<file path="config.mk">
export PLATFORM = sky130hd
export DESIGN_NAME = sar_converter_control
export DESIGN_NICKNAME = d
export VERILOG_FILES = /design/src/rtl/sar_pkg.sv /design/src/rtl/sar_conv_seq.sv /design/src/rtl/sar_converter_control.sv
export SDC_FILE = /design/constraint.sdc
export NUM_CORES = 1
export LEC_CHECK = 0
export BUFFER_PORTS_ARGS = -buffer_cell sky130_fd_sc_hd__buf_2
export CAP_MARGIN = 40
export CORE_UTILIZATION = 41
export CTS_CLUSTER_SIZE = 16
export DETAILED_ROUTE_END_ITERATION = 16
export MAX_ROUTING_LAYER = met4
export PLACE_DENSITY = 0.78
export REMOVE_ABC_BUFFERS = 1
export SLEW_MARGIN = 0
export SYNTH_ARGS = -nofsm -noshare
export SYNTH_HDL_FRONTEND = slang
export SYNTH_SLANG_ARGS = --single-unit
</file>
<file path="constraint.sdc">
create_clock -name sys_clk -period 1.74 [get_ports sys_clk]
set_input_delay 0.087 -clock sys_clk [delete_from_list [all_inputs] [get_ports sys_clk]]
set_output_delay 0.087 -clock sys_clk [all_outputs]
set_load 0.02 [all_outputs]
</file>
<file path="src/rtl/sar_pkg.sv">
// Package with register map, field positions and timing for the converter control.
package sar_pkg;
    // Register indices and their byte addresses on the bus.
    localparam int          ADDR_W       = 12;
    localparam logic [31:0] IDX_CTRL     = 32'hffff8807;
    localparam logic [31:0] IDX_RESULT   = 32'hffff8809;
    localparam logic [31:0] IDX_LEVEL    = 32'h00000010;
    localparam logic [31:0] IDX_STATUS   = 32'h00000011;
    localparam logic [31:0] IDX_MASK     = 32'h00000012;
    localparam logic [ADDR_W-1:0] A_CTRL   = {IDX_CTRL[ADDR_W-3:0], 2'b00};
    localparam logic [ADDR_W-1:0] A_RESULT = {IDX_RESULT[ADDR_W-3:0], 2'b00};
    localparam logic [ADDR_W-1:0] A_LEVEL  = {IDX_LEVEL[ADDR_W-3:0], 2'b00};
    localparam logic [ADDR_W-1:0] A_STATUS = {IDX_STATUS[ADDR_W-3:0], 2'b00};
    localparam logic [ADDR_W-1:0] A_MASK   = {IDX_MASK[ADDR_W-3:0], 2'b00};
    // Control register fields.
    localparam int B_ENABLE = 6;
    localparam int B_DONE   = 4;
    localparam int B_START  = 3;
    localparam int B_CH_HI  = 1;
    localparam int B_CH_LO  = 0;
    // Widths and counts.
    localparam int RES_W    = 8;
    localparam int NUM_CH   = 4;
    localparam int CH_W     = 2;
    localparam int LEVEL_W  = 3;
    localparam int EVT_W    = 2;
    localparam int EV_DONE  = 0;
    localparam int EV_ABORT = 1;
    localparam int CONV_PERIODS = 24;
    localparam int SEC_CLK_DIV  = 4;
    // Reset values.
    localparam logic [RES_W-1:0]   RST_RESULT = 8'h00;
    localparam logic [LEVEL_W-1:0] RST_LEVEL  = 3'h0;
    localparam logic [EVT_W-1:0]   RST_EVT    = 2'h0;
    localparam logic [CH_W-1:0]    RST_CH     = 2'h0;
    // Sequencer states.
    typedef enum logic {sar_idle, sar_run} sar_state_e;
endpackage : sar_pkg

</file>
<file path="src/rtl/sar_conv_seq.sv">
// Conversion sequencer: secondary clock divider and conversion period counter.
`timescale 1ns/1ps
module sar_conv_seq #(
    parameter int DIV     = sar_pkg::SEC_CLK_DIV,
    parameter int PERIODS = sar_pkg::CONV_PERIODS
) (
    // Clock and reset.
    input  wire logic sys_clk,
    input  wire logic sys_rst,
    // Control.
    input  wire logic start,
    input  wire logic abort,
    // Status.
    output logic      busy,
    output logic      done,
    output logic      sec_tick
);
    localparam int DW = $clog2(DIV + 1);
    localparam int PW = $clog2(PERIODS + 1);
    localparam logic [DW-1:0] DIV_LAST = DW'(DIV - 1);
    localparam logic [PW-1:0] PER_LAST = PW'(PERIODS - 1);

    sar_pkg::sar_state_e state_r;
    sar_pkg::sar_state_e state_nxt;
    logic [DW-1:0]       div_r;
    logic [PW-1:0]       per_r;
    wire logic           last_tick;

    // Free running divider gives one enable pulse per secondary clock period.
    assign sec_tick  = (div_r == DIV_LAST);
    assign last_tick = sec_tick && (per_r == PER_LAST);
    assign busy      = (state_r == sar_pkg::sar_run);
    assign done      = busy && last_tick && !abort;

    always_comb begin
        state_nxt = state_r;
        unique case (state_r)
            sar_pkg::sar_idle: begin
                if (start && !abort) begin
                    state_nxt = sar_pkg::sar_run;
                end
            end
            sar_pkg::sar_run: begin
                if (abort || last_tick) begin
                    state_nxt = sar_pkg::sar_idle;
                end
            end
        endcase
    end

    always_ff @(posedge sys_clk) begin
        if (sys_rst) begin
            state_r <= sar_pkg::sar_idle;
            div_r   <= '0;
            per_r   <= '0;
        end else begin
            state_r <= state_nxt;
            div_r   <= sec_tick ? '0 : div_r + 1'b1;
            if (!busy) begin
                per_r <= '0;
            end else if (sec_tick) begin
                per_r <= per_r + 1'b1;
            end
        end
    end
endmodule : sar_conv_seq

</file>
<file path="src/rtl/sar_converter_control.sv">
// Control, status, result and interrupt logic of the successive approximation converter.
//
// Behaviour
// A conversion completes exactly 24 secondary clock periods after its start.
// On completion the 8-bit result is stored and the done flag set.
// The stored result is not overwritten while the done flag is high.
// Starts while busy or done are high are dropped, not queued.
// Entering power-down aborts a conversion in progress.
// Power-down switches off the converter reference current.
// Bit 6 enables the converter; clear disables it and switches reference off.
// Bit 4, the done flag, sets when a result is ready.
// Interrupt comes from the done flag only when the priority level is non-zero; irq here comes from status_r masked by mask_r.
// Software clears the done flag before a new start; writes cannot set it.
// Writing one to bit 3 starts a conversion; it reads high while busy.
// Busy clears as done sets; software cannot clear busy.
// Bits 1 and 0 select one of four inputs, bit 1 most significant.
// The channel field changes only while busy and done are both low.
// Software writes zero to control bits 7, 5 and 2.
// Busy and done read high together for at most one cycle.
// The multiplexer offers exactly four analog input channels.
// After reset enable, busy, done and channel select read zero.
`timescale 1ns/1ps
module sar_converter_control #(
    parameter int DIV     = sar_pkg::SEC_CLK_DIV,
    parameter int PERIODS = sar_pkg::CONV_PERIODS
) (
    // Clock and reset.
    input  wire logic                       sys_clk,
    input  wire logic                       sys_rst,
    // APB slave.
    input  wire logic                       psel,
    input  wire logic                       penable,
    input  wire logic                       pwrite,
    input  wire logic [sar_pkg::ADDR_W-1:0] paddr,
    input  wire logic [31:0]                pwdata,
    output logic      [31:0]                prdata,
    output logic                            pready,
    output logic                            pslverr,
    // Power control.
    input  wire logic                       power_down,
    // Analog core.
    input  wire logic [sar_pkg::RES_W-1:0]  ana_result,
    output logic      [sar_pkg::CH_W-1:0]   ana_ch_sel,
    output logic                            ana_ref_on,
    output logic                            ana_step_en,
    // Interrupt.
    output logic                            irq
);
    // Registers.
    logic                           enable_r;
    logic                           done_r;
    logic [sar_pkg::CH_W-1:0]       ch_r;
    logic [sar_pkg::RES_W-1:0]      result_r;
    logic [sar_pkg::LEVEL_W-1:0]    level_r;
    logic [sar_pkg::EVT_W-1:0]      status_r;
    logic [sar_pkg::EVT_W-1:0]      mask_r;
    logic [31:0]                    prdata_r;
    logic                           err_r;
    logic                           pd_r;

    // Next values.
    logic                           enable_nxt;
    logic                           done_nxt;
    logic [sar_pkg::CH_W-1:0]       ch_nxt;
    logic [sar_pkg::RES_W-1:0]      result_nxt;
    logic [sar_pkg::EVT_W-1:0]      status_nxt;

    // Decoded bus strobes.
    wire logic                      setup;
    wire logic                      access;
    wire logic                      wr;
    wire logic                      rd;
    wire logic                      sel_ctrl;
    wire logic                      sel_result;
    wire logic                      sel_level;
    wire logic                      sel_status;
    wire logic                      sel_mask;
    wire logic                      mapped;
    wire logic                      wr_ctrl;
    wire logic [31:0]               rd_mux;
    wire logic [7:0]                ctrl_view;

    // Conversion control.
    wire logic                      busy;
    wire logic                      conv_done;
    wire logic                      sec_tick;
    wire logic                      start_req;
    wire logic                      start_ok;
    wire logic                      abort;
    wire logic                      pd_enter;
    wire logic                      idle;
    wire logic [sar_pkg::EVT_W-1:0] events;
    wire logic [sar_pkg::EVT_W-1:0] rd_clear;

    function automatic logic hit(input logic [sar_pkg::ADDR_W-1:0] a,
                                 input logic [sar_pkg::ADDR_W-1:0] r);
        hit = (a == r);
    endfunction : hit

    function automatic logic [31:0] zext8(input logic [7:0] v);
        zext8 = {24'h000000, v};
    endfunction : zext8

    assign setup      = psel && !penable;
    assign access     = psel && penable;
    assign wr         = access && pwrite;
    assign rd         = access && !pwrite;
    assign sel_ctrl   = hit(paddr, sar_pkg::A_CTRL);
    assign sel_result = hit(paddr, sar_pkg::A_RESULT);
    assign sel_level  = hit(paddr, sar_pkg::A_LEVEL);
    assign sel_status = hit(paddr, sar_pkg::A_STATUS);
    assign sel_mask   = hit(paddr, sar_pkg::A_MASK);
    assign mapped     = sel_ctrl || sel_result || sel_level || sel_status || sel_mask;
    assign wr_ctrl    = wr && sel_ctrl;

    // Reserved control bits read as zero.
    assign ctrl_view = {1'b0, enable_r, 1'b0, done_r, busy, 1'b0, ch_r};
    assign rd_mux    = sel_ctrl   ? zext8(ctrl_view) :
                       sel_result ? zext8(result_r) :
                       sel_level  ? {29'h0000000, level_r} :
                       sel_status ? {30'h00000000, status_r} :
                       sel_mask   ? {30'h00000000, mask_r} : 32'h00000000;

    // Zero wait state slave; read data was captured in the setup cycle.
    assign pready  = 1'b1;
    assign prdata  = prdata_r;
    assign pslverr = access && err_r;

    // Start only when enabled, idle, flag clear and not powered down.
    assign idle      = !busy && !done_r;
    assign start_req = wr_ctrl && pwdata[sar_pkg::B_START];
    assign start_ok  = start_req && idle && enable_r && !power_down;
    assign pd_enter  = power_down && !pd_r;
    assign abort     = pd_enter || power_down || !enable_r;

    sar_conv_seq #(
        .DIV     (DIV),
        .PERIODS (PERIODS)
    ) u_seq (
        .sys_clk  (sys_clk),
        .sys_rst  (sys_rst),
        .start    (start_ok),
        .abort    (abort),
        .busy     (busy),
        .done     (conv_done),
        .sec_tick (sec_tick)
    );

    // Analog side.
    assign ana_ch_sel  = ch_r;
    assign ana_ref_on  = enable_r && !power_down;
    assign ana_step_en = busy && sec_tick;

    // Event and interrupt logic.
    assign events   = {busy && abort, conv_done};
    assign rd_clear = (rd && sel_status) ? prdata_r[sar_pkg::EVT_W-1:0] : '0;
    assign irq      = (|(status_r & mask_r)) && (level_r != '0);

    always_comb begin
        enable_nxt = enable_r;
        done_nxt   = done_r;
        ch_nxt     = ch_r;
        result_nxt = result_r;
        status_nxt = (status_r & ~rd_clear) | events;
        if (wr_ctrl) begin
            enable_nxt = pwdata[sar_pkg::B_ENABLE];
            if (!pwdata[sar_pkg::B_DONE]) begin
                done_nxt = 1'b0;
            end
            if (idle) begin
                ch_nxt = pwdata[sar_pkg::B_CH_HI:sar_pkg::B_CH_LO];
            end
        end
        if (conv_done && !done_r) begin
            done_nxt   = 1'b1;
            result_nxt = ana_result;
        end
    end

    always_ff @(posedge sys_clk) begin
        if (sys_rst) begin
            enable_r <= 1'b0;
            done_r   <= 1'b0;
            ch_r     <= sar_pkg::RST_CH;
            result_r <= sar_pkg::RST_RESULT;
            status_r <= sar_pkg::RST_EVT;
            pd_r     <= 1'b0;
        end else begin
            enable_r <= enable_nxt;
            done_r   <= done_nxt;
            ch_r     <= ch_nxt;
            result_r <= result_nxt;
            status_r <= status_nxt;
            pd_r     <= power_down;
        end
    end

    always_ff @(posedge sys_clk) begin
        if (sys_rst) begin
            level_r <= sar_pkg::RST_LEVEL;
            mask_r  <= sar_pkg::RST_EVT;
        end else if (wr && sel_level) begin
            level_r <= pwdata[sar_pkg::LEVEL_W-1:0];
        end else if (wr && sel_mask) begin
            mask_r  <= pwdata[sar_pkg::EVT_W-1:0];
        end
    end

    always_ff @(posedge sys_clk) begin
        if (sys_rst) begin
            prdata_r <= 32'h00000000;
            err_r    <= 1'b0;
        end else if (setup) begin
            prdata_r <= pwrite ? 32'h00000000 : rd_mux;
            err_r    <= !mapped;
        end
    end

    logic [15:0] run_cnt_r;
    always_ff @(posedge sys_clk) begin
        if (sys_rst || !busy) begin
            run_cnt_r <= 16'h0000;
        end else if (sec_tick) begin
            run_cnt_r <= run_cnt_r + 16'h0001;
        end
    end
endmodule : sar_converter_control

</file>
# --- Word-level counts from Yosys, hierarchy flattened ---
# Index checks and enable logic that the tools add are counted.
word_totals:
  ff_bits: 62
  inputBits: 58
  output_inout_bits: 39
  word_cells: 90
classes:
  add_sub_neg: 2
  n_eq_ne: 8
  mux: 13
  n_bitwise: 6
  n_reduce_logical: 48
op_table:
  columns: ["cell", "count"]
  rows:
  - ["12-bit by 7-bit == test with 1-bit output (second input constant)", 3]
  - ["1-bit logical AND", 24]
  - ["8-bit two-way mux", 3]
  - ["12-bit by 5-bit == test with 1-bit output (second input constant)", 1]
  - ["12-bit by 6-bit == test with 1-bit output (second input constant)", 1]
  - ["1-bit zero test", 9]
  - ["1-bit logical OR", 7]
  - ["2-bit two-way mux", 3]
  - ["2-bit AND reduction", 3]
  - ["2-bit OR reduction", 3]
  - ["5-bit by 1-bit adder with 5-bit output (second input constant)", 1]
  - ["5-bit == test (second input constant)", 1]
  - ["1-bit two-way mux", 5]
  - ["2-bit bitwise AND", 2]
  - ["3-bit by 1-bit adder with 3-bit output (second input constant)", 1]
  - ["3-bit by 2-bit == test with 1-bit output (second input constant)", 1]
  - ["3-bit two-way mux", 1]
  - ["3-bit nonzero test", 1]
  - ["2-bit by 1-bit inequality test with 1-bit output (second input constant)", 1]
  - ["1-bit inverter", 2]
  - ["2-bit inverter", 1]
  - ["2-bit bitwise OR", 1]
  - ["1-bit one-hot mux with 2 select lines", 1]
  - ["2-bit nonzero test", 1]

# --- Longest topological paths before layout ---
# Gate-level depths: netlist of run 1.
depth:
  depth_word: 10
  mapped_depth: 8
  mapped_depth_nobuf: 6

# --- By module ---
# A second synthesis of run 1 with hierarchy kept.
hier_totals:
  hier_cells: 234
  area_unflattened_um2: 2103.3
by_module_without_submodules:
  columns: ["module", "instances", "cells_each", "area_per_inst_um2", "seq_area_each_um2"]
  rows:
  - ["sar_converter_control", 1, 198, 1730.4, 560.5]
  - ["sar_conv_seq", 1, 36, 372.9, 180.2]

# --- Least setup slack after synthesis of run 1 ---
# No wires, ideal clock.
synth_path:
  path_type: "reg2reg"
  start: "register u_seq.div_r[0]"
  end: "register result_r[0] in the netlist's numbering"
  setup_ps: 128
  arrival_ps: 1759
  required_ps: 1612
  path_slack_ps: -147
  path_stages_with_launch: 9
  path_buffers: 2
  synth_period_minus_slack_ps: 1887
  path_cell_list: "dfxtp_1 -> ha_1 -> ha_1 -> clkbuf_1 -> nand3_1 -> nor4_1 -> buf_2 -> mux2i_1 -> nor2_1"
synth_via:
  elab_chain_len: 5
synth_rtl:
  columns: ["item", "line", "text"]
  rows:
  - ["start, declared", "sar_conv_seq.sv:25", "logic [DW-1:0] div_r;"]
  - ["start signal, assigned", "sar_conv_seq.sv:58", "div_r <= sec_tick ? '0 : div_r + 1'b1;"]
  - ["3-bit by 2-bit == test with 1-bit output", "sar_conv_seq.sv:30", "assign sec_tick = (div_r == DIV_LAST);"]
  - ["1-bit logical AND", "sar_conv_seq.sv:31", "assign last_tick = sec_tick && (per_r == PER_LAST);"]
  - ["1-bit logical AND (2 in a row)", "sar_conv_seq.sv:33", "assign done = busy && last_tick && !abort;"]
  - ["1-bit logical AND", "sar_converter_control.sv:174", "if (conv_done && !done_r) begin"]
  - ["end signal, assigned", "sar_converter_control.sv:185", "result_r <= sar_pkg::RST_RESULT;"]
  - ["end signal, assigned", "sar_converter_control.sv:192", "result_r <= result_nxt;"]
  - ["end, declared", "sar_converter_control.sv:53", "logic [sar_pkg::RES_W-1:0] result_r;"]
# Every way passes these cells.
# A chain may end at the register's enable or synchronous reset.

# --- Worst setup path in the final report of run 1 ---
layout_path:
  start: "input paddr[8] in the netlist's numbering"
  end: "register level_r[1] in the netlist's numbering"
layout_via:
  elab_chain_len: 2
layout_rtl:
  columns: ["item", "line", "text"]
  rows:
  - ["start, declared", "sar_converter_control.sv:34", "input wire logic [sar_pkg::ADDR_W-1:0] paddr,"]
  - ["12-bit by 7-bit == test with 1-bit output", "sar_converter_control.sv:97", "hit = (a == r);"]
  - ["1-bit logical AND", "sar_converter_control.sv:202", "end else if (wr && sel_level) begin"]
  - ["end signal, assigned", "sar_converter_control.sv:200", "level_r <= sar_pkg::RST_LEVEL;"]
  - ["end signal, assigned", "sar_converter_control.sv:203", "level_r <= pwdata[sar_pkg::LEVEL_W-1:0];"]
  - ["end, declared", "sar_converter_control.sv:54", "logic [sar_pkg::LEVEL_W-1:0] level_r;"]
# Every way passes these cells.

==> impl_summary.md, run 1 <==
Finish
In the final layout, the share of cells above drive strength 1 is 26.98%. At the end of the flow, the number of nets in the layout was 338. The number of inserted diodes is 0. Counting the fill cells in the layout gives 440.

In the final layout, the multi-input gates occupy 0.001079 sq mm. The area taken by flip-flops and latches is 740.7 sq um. The area growth from synthesis to layout is 17.49%.

Clock tree
The clock net sink count is 37. After clock tree synthesis, the flow added hold-fix buffers numbering 0. The clock root buffer is sky130_fd_sc_hd__clkbuf_8.

In this run, CTS created clock tree buffers numbering 5. Counting along the longest clock path gives a buffer depth of 2. The maximum level of the CTS H-tree is 2. The quantity of gates resized following cts is 0. The buffers inserted during post-CTS setup optimization is 0. The clock edge transition at the registers on the reported setup and hold paths is 0.07 ns. TritonCTS built the clock tree. The worst-skew pair later-pin latency is 0.29 ns.

Setup path
The class of the most critical setup path is in -> reg. The stage delay of the slowest cell on the critical path is 0.63 ns. The sum of buffers and inverters on the critical path is 1.

The worst register-to-register path has a setup slack of 0.15 ns. The sort of element at the start of the critical path is an input pin. In this run the worst path has a maximum fanout of 7.

The critical path required time is 1.90 ns. The worst setup path is captured at a register. The slowest stage of the critical path is the sky130_fd_sc_hd__or4_1 cell. The kind of cell with the highest combined delay along the critical path is simple AND/OR/NAND/NOR gates. The data arrival time at the worst-slack endpoint is 1.81 ns.

Walking the worst path, the cells encountered are buf_2, or4_4, or4_1, o41ai_1, a21oi_1.

Logic synthesis
The largest total area in the synthesized netlist belongs to sky130_fd_sc_hd__dfxtp_1. After synthesis, the most frequently instantiated cells are sky130_fd_sc_hd__dfxtp_1, sky130_fd_sc_hd__buf_4, sky130_fd_sc_hd__nor2_1, sky130_fd_sc_hd__a21oi_1, sky130_fd_sc_hd__mux2i_1. The synthesized netlist devotes 15.40% of its cell area to compound gates. The post-synthesis share of cell area spent on xor and xnor gates is 1.774%. After technology mapping, the gate count stands at 224. The portion of synthesized area spent on multiplexers is 5.577%.

The post-synthesis instance area is 0.001974 sq mm. Averaged over all synthesized cells, the footprint is 8.814 sq um. The warning count from the yosys run is 0. The total of flip-flops plus latches after synthesis is 37. Counting flops with a built-in enable in the synthesized netlist gives 0. The share of synthesized area in the top cell type comes to 37.52%.

The cell with the most instances after synthesis is sky130_fd_sc_hd__dfxtp_1. Of the total synthesized cell area, the portion taken by full adders, half adders and majority gates is 1.901%. The number of distinct library cells after synthesis is 50.

Sorting the synthesized cells by area gives the leading types as sky130_fd_sc_hd__dfxtp_1, sky130_fd_sc_hd__buf_4, sky130_fd_sc_hd__mux2i_1. The share of async-settable or async-resettable flops after synthesis is 0%. Among all flip-flop cells after synthesis, the most frequent one is sky130_fd_sc_hd__dfxtp_1. The synthesized netlist devotes 24.90% of its cell area to simple gates. By area, the combinational part of the netlist is dominated by simple AND/OR/NAND/NOR gates. Sequential cells were found to cover 37.52% of the synthesized design area.

Die
For this configuration, the core starts out at a cell density of 43.83%. The region available for standard cell placement spans 0.004504 sq mm. The floorplan step set the die height to 71.40 microns. From left edge to right edge, the die measures 71.40 microns.

The floorplan has 24 rows. The die area is 0.005097 sq mm. During I/O placement, the number of pins put on the boundary was 97.

Routing
The detailed-routing iteration count for the pre-antenna-repair pass is 11. The final layout contains routed wiring with a total length of 4461 microns. After detailed routing, the average wire length per cell comes to 13.52 microns. Using the TritonRoute via totals, the vias-per-cell ratio works out to 5.330. Once detail routing completed, the nets flagged for antenna violations numbered 0. The count of routing violations after the opening detailed-route iteration is 125. After detailed routing, the number of remaining DRC violations is 9.

The count of vias placed by the detailed router is 1759.

Pwr
The power per cell area is 708.7 mW/mm^2. The clock network burns 36.2% of the power. Internal power comes to 1.198 mW.

The switching power as a share of total power is 27.15%. The maximum vdd ir drop is 0.4898 mV. The leakage component of the power is 0.9601 nW.

The switching power is 0.4464 mW. Overall power consumption after layout is estimated at 1.644 mW. In this run, the combinational gates consume 11.6% of the power. Of the total power, registers draw 52.2%.

Global routing
The via count of the first global-routing pass is 1573. The number of antenna violations at the first check in global routing came to 0. The total grt overflow is 0. Across every metal layer, demand over resource in global routing totals 18.71%.

The largest net degree at the start of global routing is 22. The first global-routing pass estimated 7258 microns of wire.

Hold path
In this run the worst hold path is classified as in -> reg.

STA
The worst setup slack after layout is 0.08819 ns. For this run, the top clock speed supported by timing is 0.6054 GHz. The total count of hold-check failures in the final report is 0.

Setup violations remaining at the end of the flow were counted as 0. The worst clock skew is 0.005917 ns. The worst path in the final design needs a cycle of 1.652 ns, including I/O delays and setup. The count of final max-slew check failures came to 0. The final cycle utilization of the critical path is 94.93%. Setup repair after global routing left no endpoint under its margin.

Place
The weighted congestion at the end of routability-driven global placement is 0.8488. At the placement stage, the worst setup path has a slack of -0.2007 ns. The count of buffers added on input and output ports is 45. The detailed-placement wirelength estimate is 3271 microns.

Job
The number of max-cap violations is 0.

Outcome
The final reports fail on design-rule violations. The run finished, with violations left.
stage by stage:
stage / hold slack, ns / util (%) / instances / setup TNS, ns / area [sq um]
3_3_place_gp: 0.3226 / 49.42 / 321 / -0.7698 / 2226
5_1_grt: 0.03486 / 51.50 / 330 / 0 / 2320
3_5_place_dp: 0.3281 / 49.42 / 321 / -0.8671 / 2226
2_1_floorplan: 0.1561 / - / 210 / -8.793 / 1824
4_1_cts: 0.02319 / 51.33 / 329 / 0 / 2312
6_report: 0.02943 / 51.50 / 330 / 0 / 2320
sequential cells by signal, summed over array words and instances, names as in the netlist:
register     count
ana_ch_sel       2
done_r           1
enable_r         1
err_r            1
level_r          3
mask_r           2
prdata           8
result_r         8
status_r         2
u_seq.busy       1
u_seq.div_r      3
u_seq.per_r      5
placed cells by master (no fill, tap or decap), types with 3 or more instances in the layout:
cell / netlist / final
sky130_fd_sc_hd__a22oi_1: 5 / 5
sky130_fd_sc_hd__nor4_2: 2 / 3
sky130_fd_sc_hd__mux2i_1: 11 / 11
sky130_fd_sc_hd__buf_2: 3 / 45
sky130_fd_sc_hd__ha_1: 3 / 3
sky130_fd_sc_hd__nor2_1: 23 / 23
sky130_fd_sc_hd__nand4_1: 5 / 5
sky130_fd_sc_hd__conb_1: 2 / 25
sky130_fd_sc_hd__a22o_1: 3 / 3
sky130_fd_sc_hd__dfxtp_1: 37 / 37
sky130_fd_sc_hd__nand4b_1: 4 / 4
sky130_fd_sc_hd__a21oi_1: 11 / 11
sky130_fd_sc_hd__nand2_1: 8 / 8
sky130_fd_sc_hd__o21ai_0: 5 / 5
sky130_fd_sc_hd__nand3_1: 8 / 8
sky130_fd_sc_hd__xor2_1: 3 / 3
sky130_fd_sc_hd__clkbuf_8: 0 / 5
sky130_fd_sc_hd__inv_1: 3 / 3
sky130_fd_sc_hd__o41ai_1: 6 / 6
sky130_fd_sc_hd__nor3_1: 5 / 5
sky130_fd_sc_hd__nand2b_1: 3 / 3
sky130_fd_sc_hd__buf_4: 25 / 15
metal layers:
layer / up-vias / GRT usage, % / routed length [microns] / part of all wire (%)
met1: 809 / 23.88 / 2140 / 48
met3: 8 / 5.204 / 270 / 6.1
li1: 876 / - / - / -
met4: 0 / 7.111 / 70 / 1.6
met5: - / - / 0 / 0
met2: 66 / 28.15 / 1981 / 44
tightest hold or removal path, cell delays in order:
cell and delay, ns:
sky130_fd_sc_hd__buf_2 0.07, sky130_fd_sc_hd__mux2i_1 0.05, sky130_fd_sc_hd__nor2_1 0.07
power groups by stage:
| stage | Combinational (mW) | Sequential [mW] | Clock, mW |
|---|---|---|---|
| after floorplan | 0.0964 | 0.878 | 0 |
| final | 0.190 | 0.859 | 0.595 |
| after global routing | 0.211 | 0.859 | 0.649 |
| after CTS | 0.188 | 0.859 | 0.603 |
| after global placement | 0.186 | 0.878 | 0 |
| after detailed placement | 0.187 | 0.879 | 0 |
worst paths after layout:
kind	startpoint	end	depth (start not counted)
worst max-delay path	paddr[8]	level_r[1]	5
worst min register to register	u_seq.div_r[0]	u_seq.div_r[0]	1
worst max register to register	u_seq.busy	result_r[3]	5
worst min-delay path	ana_result[2]	result_r[2]	3
cell families after synthesis:
group | count (synthesis)
adder cells (fa/ha/maj) | 3
XOR/XNOR | 4
AO/OA/AOI/OAI | 43
flip-flops | 37
other | 2
buffers and inverters | 40
AND/OR/NAND/NOR | 84
multiplexers | 11
cell type report:
type,instances,share of cell area [%]
Sequential cell,37,31.93
Multi-Input combinational cell,170,46.49
Timing Repair Buffer,60,14.56
Clock inverter,3,0.7551
Clock buffer,5,2.967
Inverter,3,0.4854
Tap cell,52,2.805
(Power assumes the default switching activity.)
==> run 2, diff against run 1 <==
- CTS_BUF_LIST: default -> sky130_fd_sc_hd__clkbuf_16
==> run 2 against run 1 <==
The run still ends with design-rule violations left. Clock skew is 0.00092 ns lower. Wire length is 2.0% higher. Cell count did not move. Combinational power about the same. Global-route usage up 0.092 points. First-iteration DRC count rose by 8.0%. Sequential share of layout area fell by 0.76 points. Maximum frequency is 0.60% lower. Sequential cell count did not move. Utilization increased by 1.2 points. Critical path depth unchanged. Total power rose by 17%.
==> impl_summary.md, run 2 (same netlist as run 1, synthesis figures left out) <==
Hold path
The startpoint identified for the worst hold timing path is ana_result[2]. The path type of the worst min-delay path is in -> reg.

Finish
The post-layout net count came to 338 (unchanged). The library cells used most frequently in the layout, excluding fill and tap cells, are sky130_fd_sc_hd__buf_2, sky130_fd_sc_hd__dfxtp_1, sky130_fd_sc_hd__conb_1. The area of all placed cells without fillers is 0.002376 sq mm (+2.4%).

The area taken by flip-flops and latches is 740.7 sq um (unchanged). Leaving out fill and tap cells, the most frequent cell in the layout is sky130_fd_sc_hd__buf_2. The fraction of final layout cells sized beyond drive strength 1 was 26.98% (unchanged). The number of standard cells in the final layout excluding fillers is 330 (unchanged). The number of fill cells in the layout came to 428 (-2.7%). The area growth from synthesis to layout is 20.34%. The number of inserted diodes came to 0 (unchanged). The area of combinational cells with multiple inputs is 0.001079 sq mm (unchanged).

Setup path
The data arrival time at the worst-slack endpoint is 1.80 ns (about the same). The critical path required time is 1.88 ns (-0.02 ns). The dominant delay contributor by cell family on the critical path is simple AND/OR/NAND/NOR gates. The stage delay of the slowest cell on the critical path is 0.63 ns (about the same).

The worst setup path is launched from an input pin. The nature of the critical path endpoint is a register. The sum of buffers and inverters on the critical path is 1 (unchanged). The signal on the critical path passes through buf_2, or4_4, or4_1, o41ai_1, a21oi_1. In this run the worst setup path begins at paddr[8]. The start of the worst register-to-register path is u_seq.busy.

The critical path is of the in -> reg type. The top fanout value on the critical path is 7 (unchanged). The master of the slowest instance on the critical path is sky130_fd_sc_hd__or4_1.

Routing
The post-detailed-route count of antenna-violating nets is 0 (unchanged). The total wirelength of the detailed-routed design was 4552 microns (+2.0%). The post-detailed-route wirelength per cell came to 13.79 microns (+2.0%). The count of unresolved DRC violations after routing is 9 (unchanged). The count of vias placed by the detailed router was 1791 (+1.8%).

The post-detailed-route via-to-cell ratio is 5.427 (+1.8%). The count of routing violations after the opening detailed-route iteration is 135 (+8.0%). The detailed-routing iteration count for the pre-antenna-repair pass is 10 (-1).

STA
The total count of hold-check failures in the final report was 0 (unchanged). The clock period minus worst slack is 1.662 ns (+0.009949 ns). The count of final max-slew check failures is 0 (unchanged). The worst setup slack after layout is 0.07824 ns (-0.009949 ns). Setup repair after global routing left no endpoint under its margin. The highest clock frequency the design can meet is 0.6018 GHz (-0.60%). The final number of setup-violating endpoints came to 0 (unchanged). The final cycle utilization of the critical path was 95.50% (+0.57 points). The final-layout setup total negative slack came to 0 ns (unchanged).

The worst clock skew was 0.004999 ns (-0.0009181 ns).

Global routing
The via count of the first global-routing pass was 1591 (+1.1%). The met2 layer usage reported by global route is 28.68% (+0.53 points). The most used routing layer in global routing is met2. The global-route usage over all layers is 18.81% (+0.092 points).

The met1 global-route usage is 23.97% (+0.087 points). The largest net degree at the start of global routing came to 22 (unchanged). The number of antenna violations at the first check in global routing is 0 (unchanged). The first-pass GRT wire length is 7272 microns (+0.19%). The total grt overflow is 0 (unchanged). The met3 routing resource usage after global routing was 3.797% (-1.4 points).

Pwr
The final total power was 1.916 mW (+17%). The leakage component of the power was 0.9858 nW (+2.7%). The maximum vdd ir drop is 0.7337 mV (+50%).

The power per cell area is 806.3 mW/mm^2 (+14%).

Clock tree
TritonCTS built the clock tree. The maximum clock path buffer count came to 2 (unchanged). The clock edge transition at the registers on the reported setup and hold paths is 0.06 ns (about the same). The clock net sink count is 37 (unchanged). The buffers inserted during post-CTS setup optimization is 0 (unchanged). The tree is rooted in a sky130_fd_sc_hd__clkbuf_16. The maximum level of the CTS H-tree is 2 (unchanged). The number of buffers inserted during clock tree synthesis was 5 (unchanged).

The worst-skew pair later-pin latency is 0.28 ns (about the same).

Place
The area after detailed placement was 0.002226 sq mm (unchanged). The weighted congestion at the end of routability-driven global placement was 0.8488 (unchanged). The detailed-placement wirelength estimate was 3271 microns (unchanged). The pre-CTS setup slack is -0.2007 ns (unchanged). The number of cells in the design after placement is 321 (unchanged). The port buffer count is 45 (unchanged).

Die
The die width is 71.40 microns (unchanged). The vertical die dimension is 71.40 microns (unchanged). The top-level port count is 97 (unchanged). The area of the core region is 0.004504 sq mm (unchanged). The floorplan row count is 24 (unchanged).

The starting density of the core was 43.83% (unchanged). The die area is 0.005097 sq mm (unchanged).

Outcome
The flow ran to the end, but the final reports show violations. The checks that failed: design-rule violations.

Job
The number of max-cap violations is 0 (unchanged).
run 2: cell types whose count changed in the layout (fill, tap and decap cells not counted):
cell / before / now
sky130_fd_sc_hd__clkbuf_8: 5 / 0
sky130_fd_sc_hd__clkbuf_16: 0 / 5
run 2: cell type report:
type                       count  area share [%]
clock inverter                 3          0.7372
sequential                    37           31.17
tap                           52           2.738
clock buffer                   5           5.266
inverter                       3          0.4739
timing repair buffer          60           14.22
multi-input combinational    170           45.39
run 2: report_power, final:
group          internal [mW]  switching [mW]  leakage (nW)
combinational         0.0659           0.125         0.618
sequential             0.857         0.00352         0.299
clock                  0.524           0.340        0.0696
run 2: repair_timing:
action,in CTS,in global routing
endpoints found under the setup margin,0,9
hold buffers,0,0
resized for setup,0,4
run 2: through the flow:
step                      hold WS [ns]  util (%)
after global placement          0.3226     49.42
after detailed placement        0.3281     49.42
after floorplan                 0.1561         -
after CTS                      0.04540     52.58
after global routing           0.05982     52.75
final                          0.04519     52.75
run 2: tightest hold or removal path, stage by stage:
cell,delay [ns]
sky130_fd_sc_hd__buf_2,0.07
sky130_fd_sc_hd__mux2i_1,0.05
sky130_fd_sc_hd__nor2_1,0.07
run 2: worst paths after layout:
path | endpoint | slack (ns) | cells past startpoint
setup reg to reg | result_r[3] | 0.15 | 5
hold / removal | result_r[2] | 0.05 | 3
setup / recovery | level_r[1] | 0.08 | 5
hold reg to reg | u_seq.div_r[0] | 0.42 | 1
run 2: layer usage:
layer,wire [microns],vias to the layer above
li1,-,879
met1,2166,825
met2,2028,74
met3,252,13
met4,104,0
met5,0,-
